$ cat config.mk
export PLATFORM = sky130hd
export DESIGN_NAME = dbs_cfg_bank
export DESIGN_NICKNAME = d
export VERILOG_FILES = /design/src/core/dbs_pkg.sv /design/src/core/dbs_cfg_bank.sv
export SDC_FILE = /design/constraint.sdc
export NUM_CORES = 1
export LEC_CHECK = 0
export ABC_AREA = 1
export BUFFER_PORTS_ARGS = -buffer_cell sky130_fd_sc_hd__buf_2
export CORE_MARGIN = 4
export CORE_UTILIZATION = 50
export DETAILED_ROUTE_END_ITERATION = 8
export PLACE_DENSITY = 0.82
export REMOVE_ABC_BUFFERS = 1
export SYNTH_ARGS = -nofsm -noshare
export SYNTH_HDL_FRONTEND = slang
export SYNTH_SLANG_ARGS = --single-unit
$ cat constraint.sdc
create_clock -name pclk -period 2.3 [get_ports pclk]
set_input_delay 0.115 -clock pclk [delete_from_list [all_inputs] [get_ports pclk]]
set_output_delay 0.115 -clock pclk [all_outputs]
set_load 0.005 [all_outputs]
$ cat src/core/dbs_pkg.sv
`default_nettype none
package dbs_pkg;
  // Array shape
  localparam int NUM_BLK = 8;
  localparam int HALF_BLK = 4;
  localparam int COMM_FIRST = 4;
  localparam int BCAST_BLK = 3;

  // Function register fields
  localparam int FN_FUNC_LSB = 0;
  localparam int FN_FUNC_W = 3;
  localparam int FN_MODE0_BIT = 3;
  localparam int FN_MODE1_BIT = 4;
  localparam int FN_END_BIT = 5;
  localparam logic [7:0] FN_RESET = 8'h00;

  // Input register fields
  localparam int IN_CLK_LSB = 0;
  localparam int IN_DATA_LSB = 4;
  localparam int SEL_W = 4;
  localparam logic [7:0] IN_RESET = 8'h00;

  // Function codes
  localparam logic [2:0] FUNC_TIMER = 3'h0;
  localparam logic [2:0] FUNC_COUNTER = 3'h1;
  localparam logic [2:0] FUNC_CRC = 3'h2;
  localparam logic [2:0] FUNC_RSVD_A = 3'h3;
  localparam logic [2:0] FUNC_DEADBAND = 3'h4;
  localparam logic [2:0] FUNC_UART = 3'h5;
  localparam logic [2:0] FUNC_SPI = 3'h6;
  localparam logic [2:0] FUNC_RSVD_B = 3'h7;

  // Data/enable select codes
  localparam logic [3:0] DSEL_ZERO = 4'h0;
  localparam logic [3:0] DSEL_ONE = 4'h1;
  localparam logic [3:0] DSEL_BCAST = 4'h2;
  localparam logic [3:0] DSEL_CHAIN = 4'h3;
  // Upper two select bits name the source group
  localparam logic [1:0] GRP_LOCAL = 2'h0;
  localparam logic [1:0] GRP_CMP = 2'h1;
  localparam logic [1:0] GRP_GOUT = 2'h2;
  localparam logic [1:0] GRP_GIN = 2'h3;

  // Clock select codes
  localparam logic [3:0] CSEL_OFF = 4'h0;
  localparam logic [3:0] CSEL_GOUT_FAR = 4'h1;
  localparam logic [3:0] CSEL_BCAST = 4'h2;
  localparam logic [3:0] CSEL_PREV = 4'h3;
  localparam logic [3:0] CSEL_DOUBLED = 4'h4;
  localparam logic [3:0] CSEL_DIV_ONE = 4'h5;
  localparam logic [3:0] CSEL_DIV_TWO = 4'h6;
  localparam logic [3:0] CSEL_LOW_SPEED = 4'h7;

  // Register indices; byte address is four times the index
  localparam logic [7:0] FN_IDX [NUM_BLK] = '{8'h24, 8'h20, 8'h28, 8'h2C, 8'h30, 8'h34, 8'h38, 8'h3C};
  localparam logic [7:0] IN_IDX [NUM_BLK] = '{8'h21, 8'h25, 8'h29, 8'h2D, 8'h31, 8'h35, 8'h39, 8'h3D};
  localparam int IDX_LSB = 2;
  localparam int IDX_W = 8;
endpackage
`default_nettype wire

$ cat src/core/dbs_cfg_bank.sv
`default_nettype none
// Functional notes
// (RULE1) Function bits [2:0] pick timer, counter, CRC, deadband, UART, SPI; two codes reserved.
// (RULE2) UART and SPI codes work only in communication blocks four to seven.
// (RULE3) Bit 5 marks chain end or unchained; software keeps it set in block seven.
// (RULE4) Timer/counter: mode bit 1 picks less-or-equal (0) or strict less-than (1).
// (RULE5) Timer/counter: mode bit 0 picks terminal count (0) or compare (1) interrupt.
// (RULE6) Mode bits do nothing for CRC/sequencer and deadband functions.
// (RULE7) UART transmit: mode bit 1 picks holding empty (0) or complete (1) interrupt.
// (RULE8) UART: mode bit 0 picks receiver (0) or transmitter (1).
// (RULE9) SPI: mode bit 1 zero gives role-specific interrupt, one gives transfer-complete interrupt.
// (RULE10) SPI: mode bit 0 picks master (0) or slave (1).
// (RULE11) Input register: clock select in [3:0], data/enable select in [7:4].
// (RULE12) Data select: constants, block 3, chain, comparators, global outputs, global inputs.
// (RULE13) Chain selection takes data, enable and zero-detect from the previous block.
// (RULE14) Blocks 0-3 reach global lines 0-3; blocks 4-7 reach lines 4-7.
// (RULE15) Clock select: off, far global output, block 3, previous, system clocks, globals.
// (RULE16) Data from global inputs passes a two-stage synchroniser before use.
// (RULE17) Clocks from global inputs are routed without synchronisation.
// (RULE18) Data serves as timer capture edge, count enable, serial data, kill or line.
// (RULE19) Only timer, counter and CRC/sequencer functions may chain.
// (RULE20) Primary outputs feed neighbours' previous-block and block-3 clock selections.
// (RULE21) Reserved function leaves block idle, yet register reads back written value.
module dbs_cfg_bank
  import dbs_pkg::*;
#(
  parameter int ADDR_W = 12
) (
  input wire logic pclk,
  input wire logic presetn,
  input wire logic psel,
  input wire logic penable,
  input wire logic pwrite,
  input wire logic [ADDR_W-1:0] paddr,
  input wire logic [31:0] pwdata,
  output logic [31:0] prdata,
  output logic pready,
  output logic pslverr,
  input wire logic [7:0] glb_in,
  input wire logic [7:0] glb_out,
  input wire logic [3:0] cmp_in,
  input wire logic doubled_system_clock,
  input wire logic divided_system_clock_one,
  input wire logic divided_system_clock_two,
  input wire logic low_speed_clock,
  input wire logic [7:0] blk_primary,
  input wire logic [7:0] chain_data_in,
  input wire logic [7:0] chain_en_in,
  input wire logic [7:0] chain_zero_in,
  input wire logic [7:0] evt_tc,
  input wire logic [7:0] evt_cmp,
  input wire logic [7:0] evt_tx_empty,
  input wire logic [7:0] evt_tx_done,
  input wire logic [7:0] evt_rx_full,
  input wire logic [7:0] evt_spi_done,
  output logic [7:0][2:0] blk_func,
  output logic [7:0] blk_active,
  output logic [7:0] blk_chain_end,
  output logic [7:0] blk_chained,
  output logic [7:0] blk_cmp_lt,
  output logic [7:0] blk_uart_tx,
  output logic [7:0] blk_spi_slave,
  output logic [7:0] blk_clk,
  output logic [7:0] blk_data,
  output logic [7:0] blk_enable,
  output logic [7:0] blk_zero,
  output logic [7:0] blk_capture,
  output logic [7:0] blk_irq
);

  if (ADDR_W < IDX_LSB + IDX_W) begin : g_addr_chk
    $error("ADDR_W too narrow for the register map");
  end

  logic [7:0] fn_reg [NUM_BLK];
  logic [7:0] in_reg [NUM_BLK];
  logic [7:0] gin_s1_reg;
  logic [7:0] gin_s2_reg;
  logic [3:0] cmp_s1_reg;
  logic [3:0] cmp_s2_reg;
  logic [7:0] data_reg;
  logic [7:0] enable_reg;
  logic [7:0] zero_reg;
  logic [7:0] capture_reg;
  logic [7:0] irq_reg;
  logic [31:0] prdata_reg;

  logic [IDX_W-1:0] reg_idx;
  logic [7:0] hit_fn;
  logic [7:0] hit_in;
  logic [7:0] rd_acc [NUM_BLK+1];
  logic addr_mapped;
  logic apb_setup;
  logic apb_write;
  logic [7:0] data_next;
  logic [7:0] enable_next;
  logic [7:0] zero_next;
  logic [7:0] irq_next;

  // APB decode; zero wait states
  assign reg_idx = paddr[IDX_LSB +: IDX_W];
  assign addr_mapped = |{hit_fn, hit_in};
  assign apb_setup = psel & ~penable;
  assign apb_write = psel & penable & pwrite & addr_mapped;
  assign pready = 1'b1;
  assign pslverr = psel & penable & ~addr_mapped;
  assign prdata = prdata_reg;
  assign rd_acc[0] = 8'h00;

  // Two-stage synchronisers for pin and analog data
  always_ff @(posedge pclk or negedge presetn) begin
    if (!presetn) begin
      gin_s1_reg <= 8'h00;
      gin_s2_reg <= 8'h00;
      cmp_s1_reg <= 4'h0;
      cmp_s2_reg <= 4'h0;
    end else begin
      gin_s1_reg <= glb_in;
      gin_s2_reg <= gin_s1_reg;
      cmp_s1_reg <= cmp_in;
      cmp_s2_reg <= cmp_s1_reg;
    end
  end

  // Read data captured in the setup phase
  always_ff @(posedge pclk or negedge presetn) begin
    if (!presetn) begin
      prdata_reg <= 32'h0000_0000;
    end else if (apb_setup && !pwrite) begin
      prdata_reg <= {24'h00_0000, rd_acc[NUM_BLK]};
    end
  end

  for (genvar i = 0; i < NUM_BLK; i++) begin : g_blk
    localparam int GBASE = (i / HALF_BLK) * HALF_BLK;
    localparam int GFAR = ((i / HALF_BLK) == 0) ? HALF_BLK : 0;
    localparam bit IS_COMM = (i >= COMM_FIRST);
    logic [2:0] func;
    logic mode0;
    logic mode1;
    logic [3:0] dsel;
    logic [3:0] csel;
    logic [2:0] gidx;
    logic code_ok;
    logic is_tmr_cnt;
    logic chainable;
    logic prev_data;
    logic prev_en;
    logic prev_zero;
    logic prev_primary;
    logic data_mux;
    logic clk_mux;
    logic grp_sel;

    // Address hits and read-back merge
    assign hit_fn[i] = (reg_idx == FN_IDX[i]);
    assign hit_in[i] = (reg_idx == IN_IDX[i]);
    // (RULE21) reserved codes still read back
    assign rd_acc[i+1] = rd_acc[i] | ({8{hit_fn[i]}} & fn_reg[i]) | ({8{hit_in[i]}} & in_reg[i]);

    // Register storage
    always_ff @(posedge pclk or negedge presetn) begin
      if (!presetn) begin
        fn_reg[i] <= FN_RESET;
        in_reg[i] <= IN_RESET;
      end else if (apb_write) begin
        if (hit_fn[i]) begin
          fn_reg[i] <= pwdata[7:0];
        end
        if (hit_in[i]) begin
          in_reg[i] <= pwdata[7:0];
        end
      end
    end

    // (RULE1) field split of the function register
    assign func = fn_reg[i][FN_FUNC_LSB +: FN_FUNC_W];
    assign mode0 = fn_reg[i][FN_MODE0_BIT];
    assign mode1 = fn_reg[i][FN_MODE1_BIT];
    // (RULE11) clock and data select fields
    assign csel = in_reg[i][IN_CLK_LSB +: SEL_W];
    assign dsel = in_reg[i][IN_DATA_LSB +: SEL_W];
    // (RULE2) comm codes rejected on basic blocks
    assign code_ok = (func != FUNC_RSVD_A) && (func != FUNC_RSVD_B) &&
                     (IS_COMM || ((func != FUNC_UART) && (func != FUNC_SPI)));
    assign is_tmr_cnt = (func == FUNC_TIMER) || (func == FUNC_COUNTER);
    // (RULE19) chain-capable functions
    assign chainable = is_tmr_cnt || (func == FUNC_CRC);

    // Block status outputs
    assign blk_func[i] = func;
    // (RULE21) reserved code idles the block
    assign blk_active[i] = code_ok;
    // (RULE3) last block always ends the array
    assign blk_chain_end[i] = fn_reg[i][FN_END_BIT] || (i == NUM_BLK - 1);
    // (RULE4) compare type
    assign blk_cmp_lt[i] = code_ok && is_tmr_cnt && mode1;
    // (RULE8) UART direction
    assign blk_uart_tx[i] = code_ok && (func == FUNC_UART) && mode0;
    // (RULE10) SPI role
    assign blk_spi_slave[i] = code_ok && (func == FUNC_SPI) && mode0;
    // (RULE13) chain only when the function allows it
    assign blk_chained[i] = code_ok && chainable && (dsel == DSEL_CHAIN);

    // Previous block signals; block 0 has none
    if (i == 0) begin : g_first
      assign prev_data = 1'b0;
      assign prev_en = 1'b0;
      assign prev_zero = 1'b0;
      assign prev_primary = 1'b0;
    end else begin : g_rest
      assign prev_data = chain_data_in[i-1];
      assign prev_en = chain_en_in[i-1];
      assign prev_zero = chain_zero_in[i-1];
      // (RULE20) neighbour primary output as clock
      assign prev_primary = blk_primary[i-1];
    end

    // (RULE14) global line index within this half
    assign gidx = 3'(GBASE) + {1'b0, dsel[1:0]};
    // (RULE12) data/enable source selection
    assign grp_sel = (dsel[3:2] == GRP_CMP) ? cmp_s2_reg[dsel[1:0]] :
                     (dsel[3:2] == GRP_GOUT) ? glb_out[gidx] :
                     gin_s2_reg[gidx];
    // (RULE16) global inputs read only after sync
    assign data_mux = (dsel == DSEL_ZERO) ? 1'b0 :
                      (dsel == DSEL_ONE) ? 1'b1 :
                      (dsel == DSEL_BCAST) ? blk_primary[BCAST_BLK] :
                      (dsel == DSEL_CHAIN) ? (chainable & prev_data) :
                      grp_sel;
    // (RULE13) chained blocks inherit data, enable, zero
    assign data_next[i] = code_ok & data_mux;
    assign enable_next[i] = blk_chained[i] ? prev_en : data_next[i];
    assign zero_next[i] = blk_chained[i] & prev_zero;

    // (RULE15) clock source selection
    // (RULE17) global input clocks routed raw
    assign clk_mux = (csel == CSEL_OFF) ? 1'b0 :
                     (csel == CSEL_GOUT_FAR) ? glb_out[GFAR] :
                     (csel == CSEL_BCAST) ? blk_primary[BCAST_BLK] :
                     (csel == CSEL_PREV) ? prev_primary :
                     (csel == CSEL_DOUBLED) ? doubled_system_clock :
                     (csel == CSEL_DIV_ONE) ? divided_system_clock_one :
                     (csel == CSEL_DIV_TWO) ? divided_system_clock_two :
                     (csel == CSEL_LOW_SPEED) ? low_speed_clock :
                     csel[2] ? glb_in[3'(GBASE) + {1'b0, csel[1:0]}] :
                     glb_out[3'(GBASE) + {1'b0, csel[1:0]}];
    assign blk_clk[i] = code_ok & clk_mux;

    // (RULE5) timer/counter interrupt source
    // (RULE6) CRC and deadband ignore mode bits
    // (RULE7) UART transmit interrupt choice
    // (RULE9) SPI interrupt choice
    assign irq_next[i] = !code_ok ? 1'b0 :
                         is_tmr_cnt ? (mode0 ? evt_cmp[i] : evt_tc[i]) :
                         (func == FUNC_UART) ? (mode0 ? (mode1 ? evt_tx_done[i] : evt_tx_empty[i]) : evt_rx_full[i]) :
                         (func == FUNC_SPI) ? (mode1 ? evt_spi_done[i] : (mode0 ? evt_rx_full[i] : evt_tx_empty[i])) :
                         evt_tc[i];
  end

  // Per-block registered outputs
  always_ff @(posedge pclk or negedge presetn) begin
    if (!presetn) begin
      data_reg <= 8'h00;
      enable_reg <= 8'h00;
      zero_reg <= 8'h00;
      capture_reg <= 8'h00;
      irq_reg <= 8'h00;
    end else begin
      data_reg <= data_next;
      enable_reg <= enable_next;
      zero_reg <= zero_next;
      // (RULE18) timer capture on rising data edge
      for (int k = 0; k < NUM_BLK; k++) begin
        capture_reg[k] <= blk_active[k] && (blk_func[k] == FUNC_TIMER) && data_next[k] && !data_reg[k];
      end
      irq_reg <= irq_next;
    end
  end

  assign blk_data = data_reg;
  assign blk_enable = enable_reg;
  assign blk_zero = zero_reg;
  assign blk_capture = capture_reg;
  assign blk_irq = irq_reg;

  logic gin0_sel;
  logic [2:0] fn4_func;
  assign gin0_sel = (in_reg[0][IN_DATA_LSB +: SEL_W] == {GRP_GIN, 2'h0});
  assign fn4_func = fn_reg[4][FN_FUNC_LSB +: FN_FUNC_W];
endmodule
`default_nettype wire

# Word level (Yosys, flattened, before mapping)

Cells that the tools add are included.

Flip-flop bits (word level): 199
Input port bits: 153
Output and inout bits: 154
Logic and storage cells: 745

Add/sub/neg operators: 8
Order comparisons: 24
Equal/unequal tests: 168
Multiplexer cells: 280
Bitwise operators: 68
Reductions and logical operators: 171

Operators with widths:

| operator            | number |
|---|---|
| $mux 1              | 240 |
| $and 8x8->8         | 16 |
| $eq 4x2->1 const B  | 32 |
| $eq 4x3->1 const B  | 32 |
| $eq 8x6->1 const B  | 16 |
| $or 8x8->8          | 15 |
| $logic_and 1x1->1   | 105 |
| $eq 4x1->1 const B  | 16 |
| $logic_not 4->1     | 16 |
| $bmux 1 s2          | 24 |
| $bmux 1 s3          | 16 |
| $eq 3x3->1 const B  | 16 |
| $ne 3x3->1 const B  | 16 |
| $and 1x1->1         | 35 |
| $lt 2x4->1 const B  | 8 |
| $lt 3x4->1 const B  | 8 |
| $reduce_and 2->1    | 16 |
| $add 3x2->3 const A | 8 |
| $eq 3x1->1 const B  | 8 |
| $eq 3x2->1 const B  | 8 |
| $logic_not 3->1     | 8 |
| $lt 2x3->1 const B  | 8 |
| $ne 3x2->1 const B  | 8 |
| $eq 2x1->1 const B  | 8 |
| 5 further kinds     | 36 |

# Depth between registers and ports, before layout

Gate-level depths: netlist (run 1).

Depth in word-level cells: 17
Gate-level depth with buffers: 15
Depth with buffers taken out: 14

# Least setup slack after synthesis (run 1)

Ideal clock, no wire load.

Kind: input to register
Start point: in paddr[9]
End point: reg in_reg (netlist bit g_blk[0].dsel[1])
Setup time: 0.132 ns
Arrival: 1.495 ns
Required time: 2.168 ns
Slack: 0.672 ns
Cell stages on the path: 10
Buffers on the path: 2
Cells stage by stage: nor2_4 -> nand3_4 -> nor2_2 -> a211oi_2 -> nand4_4 -> buf_8 -> nand3_4 -> buf_4 -> nand2_1 -> o21ai_1

Word-level cells in the longest chain between the ends: 4
Elaborated cells on any way between the ends: 19
Those cells by class: eq/ne (16); bitwise (1); reduce/logical (2)

Ends and longest elaborated chain:

| element                             | line                                     | source |
|---|---|---|
| start, declared                     | dbs_cfg_bank.sv:34                       | `input wire logic [ADDR_W-1:0] paddr,` |
| $eq 8x6->1 (on tied branches)       | dbs_cfg_bank.sv:156, dbs_cfg_bank.sv:157 |  |
| $reduce_or 16->1                    | dbs_cfg_bank.sv:102                      | `assign addr_mapped = \|{hit_fn, hit_in};` |
| $and 1x1->1                         | dbs_cfg_bank.sv:104                      | `assign apb_write = psel & penable & pwrite & addr_mapped;` |
| $reduce_and 2->1 (no source line) * | -                                        |  |
| end signal, assigned by index       | dbs_cfg_bank.sv:171                      | `in_reg[i] <= pwdata[7:0];` |
| end, declared                       | dbs_cfg_bank.sv:76                       | `logic [7:0] in_reg [NUM_BLK];` |

Every way passes the cells marked *; elsewhere a longest branch is shown, timed or not.
A chain may end at the register's enable or synchronous reset.

# Worst setup path after layout (run 1)

Start point: reg in_reg (netlist bit g_blk[0].csel[1])
End point: out blk_clk[0]

Word-level cells in the longest chain between the ends: 12
Elaborated cells on any way between the ends: 22
Those cells by class: eq/ne (7); mux (13); bitwise (1); reduce/logical (1)

Ends and longest elaborated chain:

| element                       | line                                     | source |
|---|---|---|
| $bmux 1 s2 (on tied branches) | dbs_cfg_bank.sv:247, dbs_cfg_bank.sv:246 |  |
| $mux 1 (on tied branches)     | dbs_cfg_bank.sv:247, dbs_cfg_bank.sv:246 |  |
| $mux 1                        | dbs_cfg_bank.sv:246                      | `csel[2] ? glb_in[3'(GBASE) + {1'b0, csel[1:0]}] :` |
| $mux 1                        | dbs_cfg_bank.sv:245                      | `(csel == CSEL_LOW_SPEED) ? low_speed_clock :` |
| $mux 1                        | dbs_cfg_bank.sv:244                      | `(csel == CSEL_DIV_TWO) ? divided_system_clock_two :` |
| $mux 1                        | dbs_cfg_bank.sv:243                      | `(csel == CSEL_DIV_ONE) ? divided_system_clock_one :` |
| $mux 1                        | dbs_cfg_bank.sv:242                      | `(csel == CSEL_DOUBLED) ? doubled_system_clock :` |
| $mux 1                        | dbs_cfg_bank.sv:241                      | `(csel == CSEL_PREV) ? prev_primary :` |
| $mux 1                        | dbs_cfg_bank.sv:240                      | `(csel == CSEL_BCAST) ? blk_primary[BCAST_BLK] :` |
| $mux 1                        | dbs_cfg_bank.sv:239                      | `(csel == CSEL_GOUT_FAR) ? glb_out[GFAR] :` |
| $mux 1 *                      | dbs_cfg_bank.sv:238                      | `assign clk_mux = (csel == CSEL_OFF) ? 1'b0 :` |
| $and 1x1->1 *                 | dbs_cfg_bank.sv:248                      | `assign blk_clk[i] = code_ok & clk_mux;` |
| end, declared                 | dbs_cfg_bank.sv:63                       | `output logic [7:0] blk_clk,` |

Every way passes the cells marked *; elsewhere a longest branch is shown, timed or not. The select of a mux whose other input is x is not followed.

==> metrics.txt, run 1 <==
outcome=complete, no violations; critical path data required time=2.18 ns; area added between synthesis and finish=19.3%; Critical Setup Path Class=reg2out; post-synthesis instance total=1769; worst-case clock buffer depth=2; maxcap violations=0; minimum setup slack after placement=0.310 ns; Min-Delay Path Class=in2reg; post-synthesis instance area=0.0125 mm^2; fraction of final layout cells sized beyond drive strength 1=19.0%; crit path max-delay cell type=sky130_fd_sc_hd__dfrtp_1; endpoint of the most critical register-to-register path=blk_irq[2]; number of enable-type register cells in the synthesized netlist=0; sequential share of the synthesized area=39.9%; CP max FO=6; leakage power=7.48 nW; depth of the worst hold-timing path=3; leading cell types by count after synthesis=478 x sky130_fd_sc_hd__nand2_1, 245 x sky130_fd_sc_hd__inv_1, 199 x sky130_fd_sc_hd__dfrtp_1; cell at the root of the clock tree=sky130_fd_sc_hd__clkbuf_16; horizontal extent of the die=166 um; Yosys top cell area share=39.9%; most used flip-flop cell after synthesis=sky130_fd_sc_hd__dfrtp_1; count of cell types in the netlist=45; number of DRC markers in iteration 0=1487; H-tree Lvls=4; max-slew violation count=0; type of element capturing the critical path=primary output; number of inserted diodes=0; share of flip-flops with an asynchronous set or reset after synthesis=100%; DRC violation count after routing=0; Wirelength per Cell=18.8 um; Worst-path clk slew=0.08 ns; synth warn=0; Avg Cell Area, Syn=7.05 um^2; worst endpoint data arrival time=2.12 ns; final standard cell count with taps included and fillers excluded=2351; cell type with the highest aggregate area in the netlist=sky130_fd_sc_hd__dfrtp_1; Worst Max-Slew Pin Slew=0.776 ns; number of cells on the worst reg-to-reg path=4; number of placed I/O pins=307; final worst path period need=2.23 ns; placer's final routability congestion estimate=1.00; number of input and output port buffers inserted=223; Tcrit/Tclk final=97.0%; Register-to-Register Setup Slack=0.47 ns; number of nets in the final layout=2167; setup repair after global routing missed its margin=yes; Worst path most repeated cell=sky130_fd_sc_hd__nand2_1; via count of the first global-routing pass=12400; largest incremental delay on the critical path=0.42 ns; Initial Util=51.0%; worst slew margin relative to its limit=48.2%; total congestion overflow=0; most numerous cell in the Yosys netlist=sky130_fd_sc_hd__nand2_1; main area contributors after synthesis=sky130_fd_sc_hd__dfrtp_1 40%, sky130_fd_sc_hd__nand2_1 14%, sky130_fd_sc_hd__inv_1 7.4%, sky130_fd_sc_hd__nor2_1 5.1%, sky130_fd_sc_hd__buf_4 4.7%; Routed Antenna Nets=0; clock tree from TritonCTS=built; clk sinks=199; y dimension of the die=166 um; placed wire-length estimate=32500 um; final count of hold timing violations=0; Max Clock Freq=0.448 GHz; Hold Crit Start=evt_tc[0]; Rows=57; Setup Skew=0.0128 ns; hold worst-path end=blk_irq[0]; antenna violations before repair=0; number of synthesized register bits=199; wire length of the first global-routing pass=67700 um; Vias per Instance=5.67; placed insts=2268; clock latency on the worst-skew pair=0.45 ns; routed via count=13300; worst-path cell chain=inv_1, nor2_4, nand2_1, nand4_1, nand2_1, nand3_1, o221ai_1, nand2_1, nand2_1, a21oi_1, buf_2; final setup violation count=0; largest net degree at the start of global routing=69; maximum vdd ir drop=0.455 mV; Overall Global Routing Usage=30.8%; Total Die Area=0.0275 mm^2; worst r2r src=blk_func[8]; final worst slack=0.0697 ns; Routed WL=44100 um; total iterations of the first detailed-routing run=7; TritonCTS buffer count=17; power density over the cells=506 mW/mm^2; core area=0.0245 mm^2; type of origin of the critical path=flip-flop; number of flip-flops under the largest register name=33
-- repair_timing --
action,CTS,global route
setup buffers,0,17
hold endpoints to repair,94,0
resized for setup,4,55
pin swaps,0,11
setup endpoints to repair,2,8
hold buffers,34,0
-- power by group --
part / total (W) / internal (W) / switching (W)
Clock: 0.00324 / 0.00177 / 0.00146
Combinational: 0.000696 / 0.000249 / 0.000447
Sequential: 0.00359 / 0.00355 / 0.0000372
-- cells in the final DEF, fill, tap and decap left out, types with 4 or more instances in the layout --
master,Yosys,final
sky130_fd_sc_hd__nor2_4,2,11
sky130_fd_sc_hd__conb_1,2,35
sky130_fd_sc_hd__buf_4,78,39
sky130_fd_sc_hd__clkbuf_16,0,17
sky130_fd_sc_hd__a21oi_1,47,42
sky130_fd_sc_hd__a32oi_1,4,4
sky130_fd_sc_hd__nor3_1,27,26
sky130_fd_sc_hd__inv_1,245,235
sky130_fd_sc_hd__a211oi_1,11,11
sky130_fd_sc_hd__o21ai_0,113,109
sky130_fd_sc_hd__nor2_2,2,7
sky130_fd_sc_hd__nand3_4,11,11
sky130_fd_sc_hd__dlygate4sd3_1,0,34
sky130_fd_sc_hd__buf_2,7,222
sky130_fd_sc_hd__a32o_1,5,5
sky130_fd_sc_hd__o211ai_1,18,18
sky130_fd_sc_hd__dfrtp_1,199,185
sky130_fd_sc_hd__nor2_1,170,156
sky130_fd_sc_hd__nand3_1,115,115
sky130_fd_sc_hd__nand4_1,7,7
sky130_fd_sc_hd__clkinvlp_4,0,4
sky130_fd_sc_hd__buf_12,0,6
sky130_fd_sc_hd__nor3_2,3,4
sky130_fd_sc_hd__o21ai_1,94,98
sky130_fd_sc_hd__inv_2,7,14
sky130_fd_sc_hd__dfrtp_2,0,14
sky130_fd_sc_hd__a22o_1,6,6
sky130_fd_sc_hd__inv_6,0,5
sky130_fd_sc_hd__a22oi_1,36,36
sky130_fd_sc_hd__nand2_1,478,478
sky130_fd_sc_hd__nand3_2,7,7
sky130_fd_sc_hd__a21oi_2,0,5
sky130_fd_sc_hd__a31oi_1,6,6
sky130_fd_sc_hd__o22ai_1,17,17
-- layout make-up --
| cell class | instances | area, um^2 |
|---|---|---|
| inverter | 253 | 960 |
| multi-input combinational | 1240 | 6000 |
| timing repair buffer | 303 | 1890 |
| clock inverter | 14 | 185 |
| clock buffer | 18 | 439 |
| tap | 324 | 405 |
| fill | 2209 | 9590 |
| sequential | 199 | 5000 |
-- routing by layer --
layer,up-vias,GRT usage (%),wire (um),part of all wire [%]
li1,6154,-,-,-
met5,-,0,0,0
met1,6187,41.7,17200,39
met3,134,8.26,5610,13
met4,0,9.97,1510,3.4
met2,852,48.5,19800,45
-- per-stage QoR --
| step | utilization, % | total power, W | hold slack [ns] | area [um^2] | setup TNS [ns] |
|---|---|---|---|---|---|
| 6_report | 60.8 | 0.00752 | 0.00277 | 14900 | 0 |
| 4_1_cts | 59.7 | 0.00749 | 0.00203 | 14600 | 0 |
| 2_1_floorplan | - | 0.00389 | -0.181 | 11800 | -6.16 |
| 5_1_grt | 60.8 | 0.00774 | 0.0352 | 14900 | -0.168 |
| 3_3_place_gp | 55.7 | 0.00427 | 0.159 | 13600 | 0 |
| 3_5_place_dp | 55.7 | 0.00428 | 0.165 | 13600 | 0 |
-- worst max-delay path by stage --
stage	endpoint	startpoint	cells after the start	slack, ns
finish	blk_clk[0]	g_blk[0].csel[1]	11	0.07
global route	blk_clk[5]	g_blk[5].csel[1]	15	-0.06
CTS	blk_clk[5]	g_blk[5].csel[0]	14	0.006
detailed placement	fn_reg[36]	paddr[3]	10	0.31
global placement	fn_reg[27]	paddr[9]	10	0.34
floorplan	blk_func[9]	penable	5	-0.14
-- critical path: cells and delay by family (launching register included) --
family / cells / cell delay, ns
DFF: 1 / 0.42
buffers and inverters: 2 / 0.32
and+or+nand+nor: 7 / 0.63
AOI/OAI and AO/OA: 2 / 0.28
-- cells by family (layout without fill, tap and decap cells) --
logic type	after synthesis	after routing	synth area share, %
AO/OA/AOI/OAI	370	370	17.2
other	2	35	0.0602
AND/OR/NAND/NOR	835	835	29.0
buffers and inverters	363	588	13.8
flip-flops	199	199	39.9
No activity file was read; power rests on OpenSTA's default activity.
==> run 2: changes to the inputs <==
--- a/config.mk
+++ b/config.mk
@@ -7,10 +7,11 @@
 export LEC_CHECK = 0
 export ABC_AREA = 1
 export BUFFER_PORTS_ARGS = -buffer_cell sky130_fd_sc_hd__buf_2
+export CORE_ASPECT_RATIO = 1.4
 export CORE_MARGIN = 4
-export CORE_UTILIZATION = 50
+export CORE_UTILIZATION = 35
 export DETAILED_ROUTE_END_ITERATION = 8
-export PLACE_DENSITY = 0.82
+export PLACE_DENSITY = 0.62
 export REMOVE_ABC_BUFFERS = 1
 export SYNTH_ARGS = -nofsm -noshare
 export SYNTH_HDL_FRONTEND = slang
==> metrics.txt, run 2 (synthesized netlist as in run 1, its figures left out) <==
outcome=complete, no violations (unchanged); Worst-path clk slew=0.07 ns (was 0.08 ns); Wirelength per Cell=18.9 um (was 18.8 um); worst-path cell chain=nor2_4, nand2_1, o21ai_0, o21ai_1, and2_1, o21bai_1, nand2_1, nand2_1, nand2_1, a21oi_2, buf_2 (was inv_1, nor2_4, nand2_1, nand4_1, nand2_1, nand3_1, o221ai_1, nand2_1, nand2_1, a21oi_1, buf_2); TritonCTS buffer count=17 (unchanged); type of element capturing the critical path=primary output (unchanged); most common cell after layout, fill and taps aside=sky130_fd_sc_hd__nand2_1 (unchanged); Routed Antenna Nets=0 (unchanged); H-tree Lvls=4 (unchanged); critical path data required time=2.18 ns (about the same); number of DRC markers in iteration 0=1039 (was 1487); Routed WL=47100 um (was 44100 um); Min-Delay Path Class=in2reg (unchanged); cell area after layout=0.0151 mm^2 (was 0.0149 mm^2); utilization after layout=43.0% (was 60.8%); leakage power=7.51 nW (was 7.48 nW); post-route total power=0.00761 W (was 0.00752 W); CP max FO=6 (unchanged); largest incremental delay on the critical path=0.48 ns (was 0.42 ns); DRC violation count after routing=0 (unchanged); cell at the root of the clock tree=sky130_fd_sc_hd__clkbuf_16 (unchanged); Initial Util=35.6% (was 51.0%); fraction of final layout cells sized beyond drive strength 1=19.3% (was 19.0%); max-slew violation count=0 (unchanged); final standard cell count with taps included and fillers excluded=2490 (was 2351); clock tree from TritonCTS=built (unchanged); horizontal extent of the die=168 um (was 166 um); Tcrit/Tclk final=95.0% (was 97.0%); type of origin of the critical path=flip-flop (unchanged); wire length of the first global-routing pass=72100 um (was 67700 um); Max Clock Freq=0.458 GHz (was 0.448 GHz); worst slew margin relative to its limit=43.9% (was 48.2%); depth of the worst hold-timing path=5 (was 3); number of flip-flops under the largest register name=33 (unchanged); Worst Max-Slew Pin Slew=0.840 ns (was 0.776 ns); clock latency on the worst-skew pair=0.46 ns (was 0.45 ns); setup repair after global routing missed its margin=yes (unchanged); final count of hold timing violations=0 (unchanged); number of input and output port buffers inserted=223 (unchanged); final setup violation count=0 (unchanged); core area=0.0351 mm^2 (was 0.0245 mm^2); Rows=81 (was 57); number of cells on the worst reg-to-reg path=10 (was 4); number of placed I/O pins=307 (unchanged); maxcap violations=0 (unchanged); total iterations of the first detailed-routing run=6 (was 7); routed via count=12900 (was 13300); total congestion overflow=0 (unchanged); Total Die Area=0.0388 mm^2 (was 0.0275 mm^2); final worst path period need=2.19 ns (was 2.23 ns); number of inserted diodes=0 (unchanged); placed wire-length estimate=35600 um (was 32500 um); antenna violations before repair=0 (unchanged); Worst path most repeated cell=sky130_fd_sc_hd__nand2_1 (unchanged); clk sinks=199 (unchanged); area added between synthesis and finish=21.0% (was 19.3%); power density over the cells=505 mW/mm^2 (was 506 mW/mm^2); y dimension of the die=231 um (was 166 um); number of nets in the final layout=2174 (was 2167); worst-case clock buffer depth=2 (unchanged); crit path max-delay cell type=sky130_fd_sc_hd__dfrtp_2 (was sky130_fd_sc_hd__dfrtp_1); Vias per Instance=5.17 (was 5.67); Critical Setup Path Class=reg2out (unchanged); placed insts=2411 (was 2268); worst endpoint data arrival time=2.07 ns (was 2.12 ns); commonest cells after routing, fill and taps aside=478 x sky130_fd_sc_hd__nand2_1, 235 x sky130_fd_sc_hd__inv_1, 222 x sky130_fd_sc_hd__buf_2, 186 x sky130_fd_sc_hd__dfrtp_1, 155 x sky130_fd_sc_hd__nor2_1 (was 478 x sky130_fd_sc_hd__nand2_1, 235 x sky130_fd_sc_hd__inv_1, 222 x sky130_fd_sc_hd__buf_2, 185 x sky130_fd_sc_hd__dfrtp_1, 156 x sky130_fd_sc_hd__nor2_1); via count of the first global-routing pass=12500 (was 12400); maximum vdd ir drop=0.444 mV (was 0.455 mV); cell area after placement=0.0139 mm^2 (was 0.0136 mm^2); Overall Global Routing Usage=24.1% (was 30.8%); placer's final routability congestion estimate=0.933 (was 1.00); largest net degree at the start of global routing=66 (was 69); Setup Skew=0.0135 ns (was 0.0128 ns)
==> run 2: layer usage <==
layer  track usage, %  wire [um]
met5                0          0
met4             12.8       2170
met3             3.46       3140
met2             41.0      23000
met1             29.4      18700
==> run 2: path summary, 6_finish.rpt <==
check                      slack, ns             start                to
min in group asynchronous       0.19           presetn       blk_zero[2]
hold reg to reg                 0.35     cmp_s1_reg[0]     cmp_s2_reg[0]
max in group asynchronous       1.33           presetn  g_blk[5].csel[0]
setup / recovery                0.11  g_blk[4].csel[1]        blk_clk[4]
hold / removal                  0.04         evt_tc[7]        blk_irq[7]
setup reg to reg                0.64     cmp_s2_reg[0]    blk_capture[2]
==> run 2: layout make-up <==
type | instances | area, um^2
tap | 456 | 571
timing repair buffer | 310 | 1910
multi-input combinational | 1240 | 6010
sequential | 199 | 5000
clock buffer | 18 | 429
clock inverter | 14 | 210
inverter | 253 | 960
fill | 3674 | 20000
==> run 2: where the power goes <==
group          switching [W]  internal, W  leakage [nW]  total (W)
clock network        0.00147      0.00185         0.306    0.00332
registers          0.0000369      0.00355          2.67    0.00359
logic               0.000459     0.000248          4.54   0.000707
total                0.00196      0.00565          7.51    0.00761
==> run 2: timing repair <==
item                                    4_1_cts  5_1_grt
setup buffers                                 0       12
endpoints found under the setup margin        6        9
gates resized for setup                      11       48
hold endpoints to repair                     88        0
hold buffers                                 35        0
==> run 2: worst max-delay path: cells and delay by family (launching register included) <==
family / cells / cell delay [ns]
buffers and inverters: 1 / 0.14
flip-flops: 1 / 0.48
AO/OA/AOI/OAI: 4 / 0.44
AND/OR/NAND/NOR: 6 / 0.53
==> run 2: through the flow <==
stage | setup TNS [ns] | hold slack [ns] | setup slack, ns
final | 0 | 0.0410 | 0.115
after global routing | -0.0557 | 0.0440 | -0.0279
after CTS | 0 | 0.0161 | 0.0155
after detailed placement | 0 | 0.132 | 0.316
after global placement | 0 | 0.127 | 0.345
after floorplan | -6.16 | -0.181 | -0.137
